[src/flash_prot_pkg.sv]
// shared constants for the flash sector protection block
package flash_prot_pkg;

  // register indices as printed, byte address is four times the index
  localparam logic [7:0] IDX_PROT = 8'h04;
  localparam logic [7:0] IDX_STAT = 8'h05;
  localparam logic [7:0] IDX_BANK = 8'h06;
  localparam logic [7:0] IDX_EVT_STAT = 8'h08;
  localparam logic [7:0] IDX_EVT_CLR = 8'h09;
  localparam logic [7:0] IDX_EVT_EN = 8'h0a;

  // protection register field positions
  localparam int POS_FUNC = 7;
  localparam int POS_RSV = 6;
  localparam int POS_HDIS = 5;
  localparam int POS_HS_HI = 4;
  localparam int POS_HS_LO = 3;
  localparam int POS_LDIS = 2;
  localparam int POS_LS_HI = 1;
  localparam int POS_LS_LO = 0;

  // status register field position of the violation flag
  localparam int POS_VIOL = 5;

  // event status layout: violation per block, refused mass erase per block
  localparam int EVT_W = 4;
  localparam int EVT_VIOL0 = 0;
  localparam int EVT_MASS0 = 2;

  // reset values
  localparam logic [7:0] PROT_RST = 8'hff;
  localparam logic [EVT_W-1:0] EVT_RST = 4'h0;

  // configuration byte addresses fetched during the reset sequence
  localparam logic [15:0] CFG_ADDR_BLK0 = 16'hff0d;
  localparam logic [15:0] CFG_ADDR_BLK1 = 16'hff0c;

  // fixed range bounds, unpaged and paged: high range ends, low range starts
  localparam logic [15:0] HI_END = 16'hffff;
  localparam logic [15:0] HI_PG_END = 16'hcfff;
  localparam logic [15:0] LO_START = 16'h4000;
  localparam logic [15:0] LO_PG_START = 16'h8000;

  // mirror pages
  localparam logic [7:0] PG_HI_A = 8'h37;
  localparam logic [7:0] PG_HI_B = 8'h3f;
  localparam logic [7:0] PG_LO_A = 8'h36;
  localparam logic [7:0] PG_LO_B = 8'h3e;

  // allowed scenario transitions: bit n of entry m allows m to n
  localparam logic [63:0] SCEN_ALLOW = 64'hff5a_3c18_080c_0a0f;

  // axi response codes
  localparam logic [1:0] RESP_OKAY = 2'b00;
  localparam logic [1:0] RESP_SLVERR = 2'b10;

  // reset sequence states
  typedef enum logic [1:0] {LOAD_BLK0, LOAD_BLK1, LOAD_LAST, RUN} seq_type;

endpackage

[src/prot_range_check.sv]
// address range decode for one flash block against its protection byte
`timescale 1ns/1ps
module prot_range_check
  import flash_prot_pkg::*;
(
  // protection setting
  input wire logic [7:0] prot_i,
  // target address
  input wire logic [15:0] addr_i,
  input wire logic [7:0] page_i,
  input wire logic paged_i,
  // results
  output logic prot_hit_o,
  output logic any_prot_o
);

  logic [15:0] hi_start; // first address of high range
  logic [15:0] lo_end; // last address of low range
  logic hit_hi; // address within the high range
  logic hit_lo; // address within the low range
  logic act_hi; // high range region present
  logic act_lo; // low range region present

  // range sizes from the size fields, paged mirrors included
  always_comb begin
    if (paged_i) begin
      case (prot_i[POS_HS_HI:POS_HS_LO])
        2'b00: hi_start = 16'hc800;
        2'b01: hi_start = 16'hc000;
        2'b10: hi_start = 16'hb000;
        default: hi_start = 16'h8000;
      endcase
      case (prot_i[POS_LS_HI:POS_LS_LO])
        2'b00: lo_end = 16'h83ff;
        2'b01: lo_end = 16'h87ff;
        2'b10: lo_end = 16'h8fff;
        default: lo_end = 16'h9fff;
      endcase
      hit_hi = (page_i == PG_HI_A || page_i == PG_HI_B) &&
               addr_i >= hi_start && addr_i <= HI_PG_END;
      hit_lo = (page_i == PG_LO_A || page_i == PG_LO_B) &&
               addr_i >= LO_PG_START && addr_i <= lo_end;
    end else begin
      case (prot_i[POS_HS_HI:POS_HS_LO])
        2'b00: hi_start = 16'hf800;
        2'b01: hi_start = 16'hf000;
        2'b10: hi_start = 16'he000;
        default: hi_start = 16'hc000;
      endcase
      case (prot_i[POS_LS_HI:POS_LS_LO])
        2'b00: lo_end = 16'h43ff;
        2'b01: lo_end = 16'h47ff;
        2'b10: lo_end = 16'h4fff;
        default: lo_end = 16'h5fff;
      endcase
      hit_hi = addr_i >= hi_start && addr_i <= HI_END;
      hit_lo = addr_i >= LO_START && addr_i <= lo_end;
    end
  end

  // disable bits remove a region, function bit flips its meaning
  assign act_hi = !prot_i[POS_HDIS];
  assign act_lo = !prot_i[POS_LDIS];

  // protected when inside an enabled range, or outside all open ones
  assign prot_hit_o = prot_i[POS_FUNC] ?
                      ((act_hi && hit_hi) || (act_lo && hit_lo)) :
                      !((act_hi && hit_hi) || (act_lo && hit_lo)); // see R05

  // only scenario 7 leaves every sector open
  assign any_prot_o = !(prot_i[POS_FUNC] && prot_i[POS_HDIS] && prot_i[POS_LDIS]);

endmodule

[src/flash_sector_protection.sv]
// flash sector protection registers, range checking and axi4-lite slave
//
// Functional notes
// reset loads block bytes from 0xFF0D, 0xFF0C
// reserved bit 6 read-only, kept at one; here it keeps bit 6 of the configuration byte loaded at reset
// protected program or erase sets violation flag
// mass erase refused while any sector protected; here only protected sectors of the block named by cmd_block_i refuse it
// bit 7 selects protected or unprotected ranges
// bit 5 zero enables the high region
// bit 2 zero enables the low region
// high size writable only while high disabled
// low size writable only while low disabled
// three control bits decode eight scenarios
// high range sizes 2 to 16 KB; paged size 11 here spans 0x8000 to 0xCFFF, 20 KB
// low range sizes 1 to 8 KB
// disallowed transition write leaves register unchanged
// only listed scenario transitions are permitted
// reads return the enforced protection scenario
// software unprotects upper sector before reprogramming byte
// scenario number is function, high, low bits
//
// The AXI4-Lite register port is this design's own decision.
`timescale 1ns/1ps
module flash_sector_protection
  import flash_prot_pkg::*;
#(
  parameter int NBLK = 2
) (
  // clock and reset
  input wire logic ref_clk_i,
  input wire logic reset_n_i,
  // axi4-lite write address
  input wire logic awvalid_i,
  output logic awready_o,
  input wire logic [7:0] awaddr_i,
  // axi4-lite write data
  input wire logic wvalid_i,
  output logic wready_o,
  input wire logic [31:0] wdata_i,
  input wire logic [3:0] wstrb_i,
  // axi4-lite write response
  output logic bvalid_o,
  input wire logic bready_i,
  output logic [1:0] bresp_o,
  // axi4-lite read address
  input wire logic arvalid_i,
  output logic arready_o,
  input wire logic [7:0] araddr_i,
  // axi4-lite read data
  output logic rvalid_o,
  input wire logic rready_i,
  output logic [31:0] rdata_o,
  output logic [1:0] rresp_o,
  // configuration byte fetch during reset sequence
  output logic cfg_rd_en_o,
  output logic [15:0] cfg_rd_addr_o,
  input wire logic [7:0] cfg_rd_data_i,
  // command check from the sequencer
  input wire logic cmd_valid_i,
  input wire logic cmd_mass_i,
  input wire logic cmd_block_i,
  input wire logic [15:0] cmd_addr_i,
  input wire logic [7:0] cmd_page_i,
  input wire logic cmd_paged_i,
  output logic cmd_refuse_o,
  // status and interrupt
  output logic ready_o,
  output logic [NBLK-1:0] violation_o,
  output logic irq_o
);

  // scenario number from function, high disable and low disable bits
  function automatic logic [2:0] scen_of(input logic [7:0] p);
    scen_of = {p[POS_FUNC], p[POS_HDIS], p[POS_LDIS]};
  endfunction

  // transition check against the allowed table
  function automatic logic scen_ok(input logic [2:0] from, input logic [2:0] to);
    scen_ok = SCEN_ALLOW[{from, to}];
  endfunction

  // register decode by word index
  function automatic logic [7:0] idx_of(input logic [7:0] a);
    idx_of = {2'b00, a[7:2]};
  endfunction

  // reset sequence state
  seq_type seq_r, seq_nxt;
  // banked protection registers
  logic [7:0] prot_r [NBLK];
  logic [7:0] prot_nxt [NBLK];
  // selected bank
  logic bank_r, bank_nxt;
  // sticky events and their enables
  logic [EVT_W-1:0] evt_r, evt_nxt;
  logic [EVT_W-1:0] evt_en_r, evt_en_nxt;
  // write channel capture
  logic aw_got_r, aw_got_nxt;
  logic w_got_r, w_got_nxt;
  logic [7:0] aw_addr_r, aw_addr_nxt;
  logic [31:0] w_data_r, w_data_nxt;
  logic [3:0] w_strb_r, w_strb_nxt;
  logic bvalid_r, bvalid_nxt;
  logic [1:0] bresp_r, bresp_nxt;
  // read channel
  logic rvalid_r, rvalid_nxt;
  logic [31:0] rdata_r, rdata_nxt;
  logic [1:0] rresp_r, rresp_nxt;
  // range results per block
  logic [NBLK-1:0] hit;
  logic [NBLK-1:0] any_prot;
  // event pulses from the command check
  logic [EVT_W-1:0] evt_set;
  // write commit strobe
  logic wr_fire;
  logic run;

  assign run = (seq_r == RUN);

  // one range checker per flash block
  genvar g;
  generate
    for (g = 0; g < NBLK; g++) begin : g_blk
      prot_range_check u_chk (
        .prot_i(prot_r[g]),
        .addr_i(cmd_addr_i),
        .page_i(cmd_page_i),
        .paged_i(cmd_paged_i),
        .prot_hit_o(hit[g]),
        .any_prot_o(any_prot[g])
      );
    end
  endgenerate

  // refuse a protected target or a mass erase of a protected block
  always_comb begin
    evt_set = '0;
    cmd_refuse_o = 1'b0;
    if (cmd_valid_i && run) begin
      if (cmd_mass_i && any_prot[cmd_block_i]) begin
        cmd_refuse_o = 1'b1;
        evt_set[EVT_MASS0 + 32'(cmd_block_i)] = 1'b1;
      end else if (!cmd_mass_i && hit[cmd_block_i]) begin
        cmd_refuse_o = 1'b1;
        evt_set[EVT_VIOL0 + 32'(cmd_block_i)] = 1'b1;
      end
    end
  end

  // config fetch walks both bytes, data one cycle after the address
  always_comb begin
    seq_nxt = seq_r;
    cfg_rd_en_o = 1'b0;
    cfg_rd_addr_o = CFG_ADDR_BLK0;
    case (seq_r)
      LOAD_BLK0: begin
        cfg_rd_en_o = 1'b1;
        cfg_rd_addr_o = CFG_ADDR_BLK0;
        seq_nxt = LOAD_BLK1;
      end
      LOAD_BLK1: begin
        cfg_rd_en_o = 1'b1;
        cfg_rd_addr_o = CFG_ADDR_BLK1;
        seq_nxt = LOAD_LAST;
      end
      LOAD_LAST: seq_nxt = RUN;
      default: seq_nxt = RUN;
    endcase
  end

  // write side handshake, both channels in either order
  assign awready_o = run && !aw_got_r && !bvalid_r;
  assign wready_o = run && !w_got_r && !bvalid_r;
  assign wr_fire = aw_got_r && w_got_r && !bvalid_r;

  always_comb begin
    aw_got_nxt = aw_got_r;
    w_got_nxt = w_got_r;
    aw_addr_nxt = aw_addr_r;
    w_data_nxt = w_data_r;
    w_strb_nxt = w_strb_r;
    bvalid_nxt = bvalid_r;
    bresp_nxt = bresp_r;
    if (awvalid_i && awready_o) begin
      aw_got_nxt = 1'b1;
      aw_addr_nxt = awaddr_i;
    end
    if (wvalid_i && wready_o) begin
      w_got_nxt = 1'b1;
      w_data_nxt = wdata_i;
      w_strb_nxt = wstrb_i;
    end
    if (wr_fire) begin
      aw_got_nxt = 1'b0;
      w_got_nxt = 1'b0;
      bvalid_nxt = 1'b1;
      if (idx_of(aw_addr_r) == IDX_PROT || idx_of(aw_addr_r) == IDX_STAT ||
          idx_of(aw_addr_r) == IDX_BANK || idx_of(aw_addr_r) == IDX_EVT_STAT ||
          idx_of(aw_addr_r) == IDX_EVT_CLR || idx_of(aw_addr_r) == IDX_EVT_EN) begin
        bresp_nxt = RESP_OKAY;
      end else begin
        bresp_nxt = RESP_SLVERR; // unmapped
      end
    end else if (bvalid_r && bready_i) begin
      bvalid_nxt = 1'b0;
    end
  end

  // protection register loading and guarded software writes
  always_comb begin
    logic [7:0] cur;
    logic [7:0] cand;
    cur = prot_r[bank_r];
    cand = cur;
    for (int i = 0; i < NBLK; i++) begin
      prot_nxt[i] = prot_r[i];
    end
    bank_nxt = bank_r;
    if (seq_r == LOAD_BLK1) begin
      prot_nxt[0] = cfg_rd_data_i;
    end else if (seq_r == LOAD_LAST) begin
      prot_nxt[1] = cfg_rd_data_i;
    end else if (wr_fire && w_strb_r[0]) begin
      if (idx_of(aw_addr_r) == IDX_PROT) begin
        cand[POS_FUNC] = w_data_r[POS_FUNC];
        cand[POS_RSV] = cur[POS_RSV];
        cand[POS_HDIS] = w_data_r[POS_HDIS];
        cand[POS_LDIS] = w_data_r[POS_LDIS];
        if (cur[POS_HDIS]) begin
          cand[POS_HS_HI:POS_HS_LO] = w_data_r[POS_HS_HI:POS_HS_LO];
        end
        if (cur[POS_LDIS]) begin
          cand[POS_LS_HI:POS_LS_LO] = w_data_r[POS_LS_HI:POS_LS_LO];
        end
        // whole write dropped on a disallowed scenario change
        if (scen_ok(scen_of(cur), scen_of(cand))) begin // see R13
          prot_nxt[bank_r] = cand;
        end
      end else if (idx_of(aw_addr_r) == IDX_BANK) begin
        bank_nxt = w_data_r[0];
      end
    end
  end

  // sticky events, set wins over a simultaneous clear
  always_comb begin
    evt_nxt = evt_r;
    evt_en_nxt = evt_en_r;
    if (wr_fire && w_strb_r[0]) begin
      if (idx_of(aw_addr_r) == IDX_EVT_CLR) begin
        evt_nxt = evt_r & ~w_data_r[EVT_W-1:0];
      end else if (idx_of(aw_addr_r) == IDX_EVT_EN) begin
        evt_en_nxt = w_data_r[EVT_W-1:0];
      end
    end
    evt_nxt = evt_nxt | evt_set;
  end

  // read side, one outstanding read answered one cycle after address
  assign arready_o = run && !rvalid_r;

  always_comb begin
    rvalid_nxt = rvalid_r;
    rdata_nxt = rdata_r;
    rresp_nxt = rresp_r;
    if (arvalid_i && arready_o) begin
      rvalid_nxt = 1'b1;
      rresp_nxt = RESP_OKAY;
      rdata_nxt = 32'h0000_0000;
      if (idx_of(araddr_i) == IDX_PROT) begin
        rdata_nxt[7:0] = prot_r[bank_r];
      end else if (idx_of(araddr_i) == IDX_STAT) begin
        rdata_nxt[POS_VIOL] = evt_r[EVT_VIOL0 + 32'(bank_r)];
      end else if (idx_of(araddr_i) == IDX_BANK) begin
        rdata_nxt[0] = bank_r;
      end else if (idx_of(araddr_i) == IDX_EVT_STAT) begin
        rdata_nxt[EVT_W-1:0] = evt_r;
      end else if (idx_of(araddr_i) == IDX_EVT_CLR) begin
        rdata_nxt[EVT_W-1:0] = '0; // write-only, reads zero
      end else if (idx_of(araddr_i) == IDX_EVT_EN) begin
        rdata_nxt[EVT_W-1:0] = evt_en_r;
      end else begin
        rresp_nxt = RESP_SLVERR; // unmapped
      end
    end else if (rvalid_r && rready_i) begin
      rvalid_nxt = 1'b0;
    end
  end

  // state registers; protection starts open until the bytes arrive
  always_ff @(posedge ref_clk_i or negedge reset_n_i) begin
    if (!reset_n_i) begin
      seq_r <= LOAD_BLK0;
      for (int i = 0; i < NBLK; i++) begin
        prot_r[i] <= PROT_RST;
      end
      bank_r <= 1'b0;
      evt_r <= EVT_RST;
      evt_en_r <= EVT_RST;
      aw_got_r <= 1'b0;
      w_got_r <= 1'b0;
      aw_addr_r <= 8'h00;
      w_data_r <= 32'h0000_0000;
      w_strb_r <= 4'h0;
      bvalid_r <= 1'b0;
      bresp_r <= RESP_OKAY;
      rvalid_r <= 1'b0;
      rdata_r <= 32'h0000_0000;
      rresp_r <= RESP_OKAY;
    end else begin
      seq_r <= seq_nxt;
      for (int i = 0; i < NBLK; i++) begin
        prot_r[i] <= prot_nxt[i];
      end
      bank_r <= bank_nxt;
      evt_r <= evt_nxt;
      evt_en_r <= evt_en_nxt;
      aw_got_r <= aw_got_nxt;
      w_got_r <= w_got_nxt;
      aw_addr_r <= aw_addr_nxt;
      w_data_r <= w_data_nxt;
      w_strb_r <= w_strb_nxt;
      bvalid_r <= bvalid_nxt;
      bresp_r <= bresp_nxt;
      rvalid_r <= rvalid_nxt;
      rdata_r <= rdata_nxt;
      rresp_r <= rresp_nxt;
    end
  end

  // outputs
  assign bvalid_o = bvalid_r;
  assign bresp_o = bresp_r;
  assign rvalid_o = rvalid_r;
  assign rdata_o = rdata_r;
  assign rresp_o = rresp_r;
  assign ready_o = run;
  assign violation_o = evt_r[EVT_VIOL0 +: NBLK];
  assign irq_o = |(evt_r & evt_en_r);

endmodule

[config.mk]
export PLATFORM = sky130hd
export DESIGN_NAME = flash_sector_protection
export DESIGN_NICKNAME = d
export VERILOG_FILES = /design/src/flash_prot_pkg.sv /design/src/prot_range_check.sv /design/src/flash_sector_protection.sv
export SDC_FILE = /design/constraint.sdc
export NUM_CORES = 1
export LEC_CHECK = 0
export ABC_AREA = 1
export BUFFER_PORTS_ARGS = -buffer_cell sky130_fd_sc_hd__buf_4
export CORE_ASPECT_RATIO = 1.75
export CORE_MARGIN = 4
export CORE_UTILIZATION = 45
export CTS_CLUSTER_DIAMETER = 40
export DETAILED_ROUTE_END_ITERATION = 7
export GPL_TIMING_DRIVEN = 1
export PLACE_DENSITY = 0.84
export SYNTH_ARGS = -nofsm -noshare
export SYNTH_HDL_FRONTEND = slang
export SYNTH_SLANG_ARGS = --single-unit
[constraint.sdc]
create_clock -name ref_clk_i -period 3.35 [get_ports ref_clk_i]
set_input_delay 0.5025 -clock ref_clk_i [delete_from_list [all_inputs] [get_ports ref_clk_i]]
set_output_delay 0.5025 -clock ref_clk_i [all_outputs]
set_load 0.02 [all_outputs]
==> metrics, run 1 <==
register share of total power=roughly two fifths; DRT iter0 DRCs=165; FFs w/ async S/R, synth=100%; DP Area=0.00468 sq mm; Skew-Pair Late Insertion Delay=0.31 ns; drt via density=5.09; Max transition margin=between 50% and 60%; Antenna diodes=0; worst slew pin tran=0.688 ns; I/O Pins=between 150 and 200; Critical Path Start Type=register; WL/cell=14.0 microns; DRC=0; clock root buffer=clkbuf_16; clk_skew=approximately 0.0074 ns; design area=0.00485 sq mm; Final #Nets=~800; Setup CP Type=register to primary output; Final min period=3.16 ns; Yosys top cell area share=23.6%; vias=roughly 4000; top-count cell post-synth=nand2_1; H-tree levels=2; Reg clk slew, reported paths=0.07 ns; worst-path fanout max=4; Post-synth EDFFs=0; clock power share=around 21%; Hold Fails Final Rpt=0; CTS tree=built; FMAX=0.316 GHz; initial antenna violation count=0; HPWL Detailed=approximately 9000 microns; die width=80.5 microns; Gate power share=40.2%; share of layout cells above drive strength 1=19.4%; Pins Over Slew Limit=0; status=complete, no violations; largest net degree at the start of global routing=56; IO buf count=83; GRT Total Usage=about a fifth; PwrDens=roughly 530 mW/mm^2; YS warnings=0; switching part of the total power=41.2%; Arrival @ worst endpoint=2.66 ns; NetSw=1.07 mW; Primary FF master, synth=dfrtp_1; Max-Cap Viols=0; Die H=135 microns; GP Congestion=0.909; critical path required time=2.85 ns; core area=around 0.009 sq mm; final setup fails=0; Final period util=between 90% and 100%; top cell type by total area after synthesis=dfrtp_1; Post-Syn Area=around 0.0041 sq mm; Post-CTS Hold Fix Bufs=0; Synth cell types=37; Cell Count, Final, Fillers Out=794; sequential area share after synthesis=33.7%; Sum Neg Setup Slack=0 ns; synth cell count leaders=151 x nand2_1, 80 x inv_1, 68 x nor2_1; final wirelength=11100 microns; Pint=~1.5 mW; first drt pass iteration count=5; Num Clock Sinks=55; total CTS buffers=5; global route total overflow=0; ANT nets after route=0; die footprint=0.0109 sq mm; Leak=2.62 nW; peak supply drop=around 0.51 mV; final core utilization=53.6%; Post-Syn Instances=a little under 600; Placed Cells incl. Taps=786; critical path endpoint category=primary output; vias in the first global route=4080; post-synthesis register bit count=55; CTS max path bufs=2; RSZ-0062 raised after global routing=no; worst min path class=primary input to async pin; first-pass GRT wire length=17800 microns; Mean Syn Cell Area=6.96 sq um; # rows=46; main area contributors after synthesis=dfrtp_1 24%, nand2_1 14%, dfstp_2 10%; Area Overhead vs Synth=17.1%; initial core utilization=a little under half
## final timing paths
kind	slack, ns	to	depth (start not counted)	from
max	0.19	cmd_refuse_o	17	prot_r[0]
min	0.23	rvalid_o	1	reset_n_i
max reg2reg	1.01	evt_r[1]	16	prot_r[0]
min reg2reg	0.49	rdata_o[4]	2	rdata_o[4]
max in group asynchronous	2.68	aw_addr_r[2]	1	reset_n_i
min in group ref_clk_i	0.37	bvalid_o	2	bready_i
## power groups by stage
| stage | logic (mW) | clock network, mW | registers (mW) |
|---|---|---|---|
| global placement | 0.980 | 0 | 1.01 |
| CTS | 1.03 | 0.534 | 1.01 |
| floorplan | 0.756 | 0 | 0.986 |
| detailed placement | 1.02 | 0 | 1.02 |
| global route | 1.17 | 0.565 | 1.04 |
| finish | 1.04 | 0.535 | 1.01 |
## cells in the final DEF, fill, tap and decap left out, drive strengths merged, types with 2 or more instances in the layout
cell type	netlist	final
dfstp	16	16
a221oi	3	3
clkinv	0	2
mux2i	2	2
inv	82	82
o31ai	3	3
clkbuf	4	5
nor3	9	9
o211ai	2	2
a21oi	19	19
mux2	5	5
a211oi	2	2
ha	20	20
nand4	11	11
o22ai	5	5
buf	48	84
o21ai	52	52
nor2	69	69
dfrtp	39	39
nand2	154	154
nand3	43	43
conb	2	41
## timing repair
action | CTS | global route
buffers inserted | 0 | 0
endpoints found under the setup margin | 0 | 1
gates resized for setup | 0 | 3
## final cells by class
| type | instances | area [sq um] |
|---|---|---|
| multi-input cells | 445 | 2210 |
| inverters | 82 | 310 |
| clock buffers | 5 | 125 |
| clock inverters | 3 | 25.0 |
| well taps | 120 | 150 |
| fillers | 885 | 4190 |
| flip-flops and latches | 55 | 1400 |
| repair buffers | 84 | 631 |
## registers in the layout (all words and copies together) (netlist names)
register   flops
rvalid_o       1
bank_r         1
rresp_o        1
w_data_r       7
bvalid_o       1
w_got_r        1
aw_addr_r      6
w_strb_r       1
bresp_o        1
aw_got_r       1
rdata_o        8
evt_en_r       4
seq_r          2
prot_r        16
evt_r          4
## metal layers
metal  wire, microns  track usage (%)
met5               0                0
met4             611             12.4
met3             762             3.74
met2            6070             40.9
met1            3630             19.5
## kinds of logic after synthesis
kind of cell,synth area share (%)
compound gates,12.5
fa+ha+maj,6.05
buf+inv,16.7
flops,33.7
mux,1.84
other cells,0.181
simple gates,29.0
## critical path: stages, from the launching register on
cell and delay [ns]:
dfstp_2 0.58, nand2_1 0.07, ha_1 0.27, inv_1 0.04
nor2_1 0.19, nand2_1 0.08, nor2_1 0.15, nand2_1 0.06
nand2_1 0.12, nand2_1 0.07, nand2_1 0.06, nand2_1 0.06
nand2_1 0.06, nand2_1 0.04, nand3_1 0.07, nand3_2 0.13
a21oi_2 0.15, buf_4 0.15
## per-stage QoR
stage	setup slack, ns	total power, mW	hold WS, ns
2_1_floorplan	0.799	1.74	0.207
3_3_place_gp	0.488	1.99	0.472
3_5_place_dp	0.447	2.05	0.478
4_1_cts	0.158	2.58	0.263
5_1_grt	0.0280	2.77	0.288
6_report	0.188	2.59	0.233
(Power assumes the default switching activity.)
==> inputs of run 2 (changes only) <==
--- a/config.mk
+++ b/config.mk
@@ -7,13 +7,16 @@
 export LEC_CHECK = 0
 export ABC_AREA = 1
 export BUFFER_PORTS_ARGS = -buffer_cell sky130_fd_sc_hd__buf_4
+export CELL_PAD_IN_SITES_DETAIL_PLACEMENT = 1
+export CELL_PAD_IN_SITES_GLOBAL_PLACEMENT = 1
 export CORE_ASPECT_RATIO = 1.75
 export CORE_MARGIN = 4
-export CORE_UTILIZATION = 45
+export CORE_UTILIZATION = 37
 export CTS_CLUSTER_DIAMETER = 40
 export DETAILED_ROUTE_END_ITERATION = 7
 export GPL_TIMING_DRIVEN = 1
-export PLACE_DENSITY = 0.84
+export PLACE_DENSITY = 0.95
+export SLEW_MARGIN = 30
 export SYNTH_ARGS = -nofsm -noshare
 export SYNTH_HDL_FRONTEND = slang
 export SYNTH_SLANG_ARGS = --single-unit
==> metrics, run 2 (same netlist as run 1, synthesis figures left out) <==
Skew-Pair Late Insertion Delay=0.30 ns (was 0.31 ns); share of layout cells above drive strength 1=19.6% (was 19.4%); clock root buffer=clkbuf_16 (unchanged); Arrival @ worst endpoint=2.62 ns (was 2.66 ns); Top cell by count, worst path=nand2_1 (unchanged); CP top delay family=simple AND/OR/NAND/NOR gates (unchanged); first-pass GRT wire length=22100 microns (was 17800 microns); Sum Neg Setup Slack=0 ns (unchanged); FMAX=0.321 GHz (was 0.316 GHz); H-tree levels=2 (unchanged); Leak=2.64 nW (was 2.62 nW); worst slew pin tran=0.767 ns (was 0.688 ns); largest net degree at the start of global routing=56 (unchanged); max reg flops=16 (unchanged); Final min period=3.12 ns (was 3.16 ns); final setup fails=0 (unchanged); Max-Cap Viols=0 (unchanged); final wirelength=13600 microns (was 11100 microns); HPWL Detailed=10900 microns (was 9040 microns); Hold Fails Final Rpt=0 (unchanged); Max transition margin=48.9% (was 54.2%); final core utilization=45.4% (was 53.6%); drt via density=5.30 (was 5.09); Final period util=93.1% (was 94.4%); # rows=50 (was 46); Reg clk slew, reported paths=0.07 ns (about the same); PwrDens=572 mW/mm^2 (was 534 mW/mm^2); Die H=148 microns (was 135 microns); commonest cells after routing, fill and taps aside=151 x nand2_1, 85 x buf_4, 80 x inv_1 (was 151 x nand2_1, 84 x buf_4, 80 x inv_1); Final #Nets=789 (was 788); core area=0.0108 sq mm (was 0.00904 sq mm); critical path endpoint category=primary output (unchanged); CTS max path bufs=2 (unchanged); pre-CTS WS=0.368 ns (was 0.447 ns); Largest Register=prot_r (unchanged); slowest stage cell on the critical path=dfstp_2 (unchanged); DRT iter0 DRCs=110 (was 165); total CTS buffers=5 (unchanged); CP bufs+invs=2 (unchanged); vias in the first global route=4740 (was 4080); first drt pass iteration count=4 (was 5); die width=88.0 microns (was 80.5 microns); RSZ-0062 raised after global routing=no (unchanged); Critical Path Start Type=register (unchanged); Num Clock Sinks=55 (unchanged); global route total overflow=0 (unchanged); worst-path cell chain=nand2_1 -> ha_1 -> inv_1 -> nor2_4 -> nand2_1 -> nor2_1 -> nand2_1 -> nand2_1 -> nand2_1 -> nand2_1 -> nand2_1 -> nand2_1 -> nand2_1 -> nand3_1 -> nand3_2 -> a21oi_2 -> buf_4 (was nand2_1 -> ha_1 -> inv_1 -> nor2_1 -> nand2_1 -> nor2_1 -> nand2_1 -> nand2_1 -> nand2_1 -> nand2_1 -> nand2_1 -> nand2_1 -> nand2_1 -> nand3_1 -> nand3_2 -> a21oi_2 -> buf_4); GR Util met1=19.8% (was 19.5%); die footprint=0.0130 sq mm (was 0.0109 sq mm); GP Congestion=0.846 (was 0.909); ANT nets after route=0 (unchanged); worst setup margin=0.231 ns (was 0.188 ns); fillers=1422 (was 885); DP Area=0.00470 sq mm (was 0.00468 sq mm); WL/cell=16.9 microns (was 14.0 microns); status=complete, no violations (unchanged); initial antenna violation count=0 (unchanged); I/O Pins=158 (unchanged); GRT Total Usage=21.4% (was 21.0%); vias=4266 (was 4040); commonest non-fill, non-tap cell in the layout=nand2_1 (unchanged); met2 usage=40.7% (was 40.9%); Area Overhead vs Synth=18.7% (was 17.1%); Largest stage delay, worst path=0.57 ns (was 0.58 ns); IO buf count=83 (unchanged); Antenna diodes=0 (unchanged); peak supply drop=0.614 mV (was 0.511 mV); critical path required time=2.85 ns (about the same); worst min path class=primary input to async pin (unchanged); Pins Over Slew Limit=0 (unchanged); initial core utilization=38.2% (was 45.8%); clk_skew=0.00737 ns (was 0.00741 ns); grt met3 use=3.40% (was 3.74%); CTS tree=built (unchanged); GR peak layer=met2 (unchanged); worst-path fanout max=4 (unchanged); design area=0.00491 sq mm (was 0.00485 sq mm); Setup CP Type=register to primary output (unchanged); DRC=0 (unchanged)
-- run 2: where the power goes --
group          internal [mW]  switching (mW)  leakage [nW]
clock                  0.429           0.252        0.0911
combinational          0.388           0.714          1.94
sequential             0.856           0.171         0.616
-- run 2: final timing paths --
check                      slack (ns)  cells after the start  startpoint      endpoint
min in group ref_clk_i           0.38                      2    bready_i      bvalid_o
setup reg to reg                 0.84                      9      bank_r     prot_r[2]
hold / removal                   0.25                      1   reset_n_i  aw_addr_r[4]
max in group asynchronous        2.63                      1   reset_n_i      rvalid_o
hold reg to reg                  0.50                      2  rdata_o[1]    rdata_o[1]
setup / recovery                 0.23                     17   prot_r[0]  cmd_refuse_o
-- run 2: final cells by class --
class | instances | area, sq um | share of cell area (%)
flip-flops and latches | 55 | 1400 | 28.4
clock inverters | 2 | 60.1 | 1.22
multi-input cells | 445 | 2220 | 45.1
clock buffers | 6 | 129 | 2.62
repair buffers | 85 | 638 | 13.0
inverters | 82 | 310 | 6.32
well taps | 130 | 163 | 3.31
-- run 2: worst register-to-register path, stage by stage, from the launching register on --
cell     delay, ns
dfrtp_1       0.84
o21ai_2       0.32
inv_4         0.15
nand2_1       0.07
a22oi_1       0.26
nand2_1       0.16
nand4_2       0.18
nand2_2       0.21
nand3_1       0.18
nand3_1       0.08
-- run 2: stage by stage --
step | hold slack (ns) | cells | total power, mW
3_3_place_gp | 0.473 | 796 | 2.01
6_report | 0.246 | 805 | 2.81
3_5_place_dp | 0.487 | 796 | 2.09
5_1_grt | 0.301 | 805 | 3.00
2_1_floorplan | 0.207 | 634 | 1.74
4_1_cts | 0.270 | 804 | 2.79
-- run 2: timing repair --
action,in CTS,in global routing
hold buffers,0,0
resized for setup,0,5
hold endpoints to repair,0,0
setup endpoints to repair,0,1
buffers inserted,0,1
-- run 2: metal layers --
| metal | part of all wire (%) | vias to the layer above | wire (microns) |
|---|---|---|---|
| met5 | 0 | - | 0 |
| met4 | 6.7 | 0 | 915 |
| met3 | 5.0 | 61 | 687 |
| met2 | 56 | 150 | 7630 |
| met1 | 32 | 2062 | 4390 |
| li1 | - | 1993 | - |
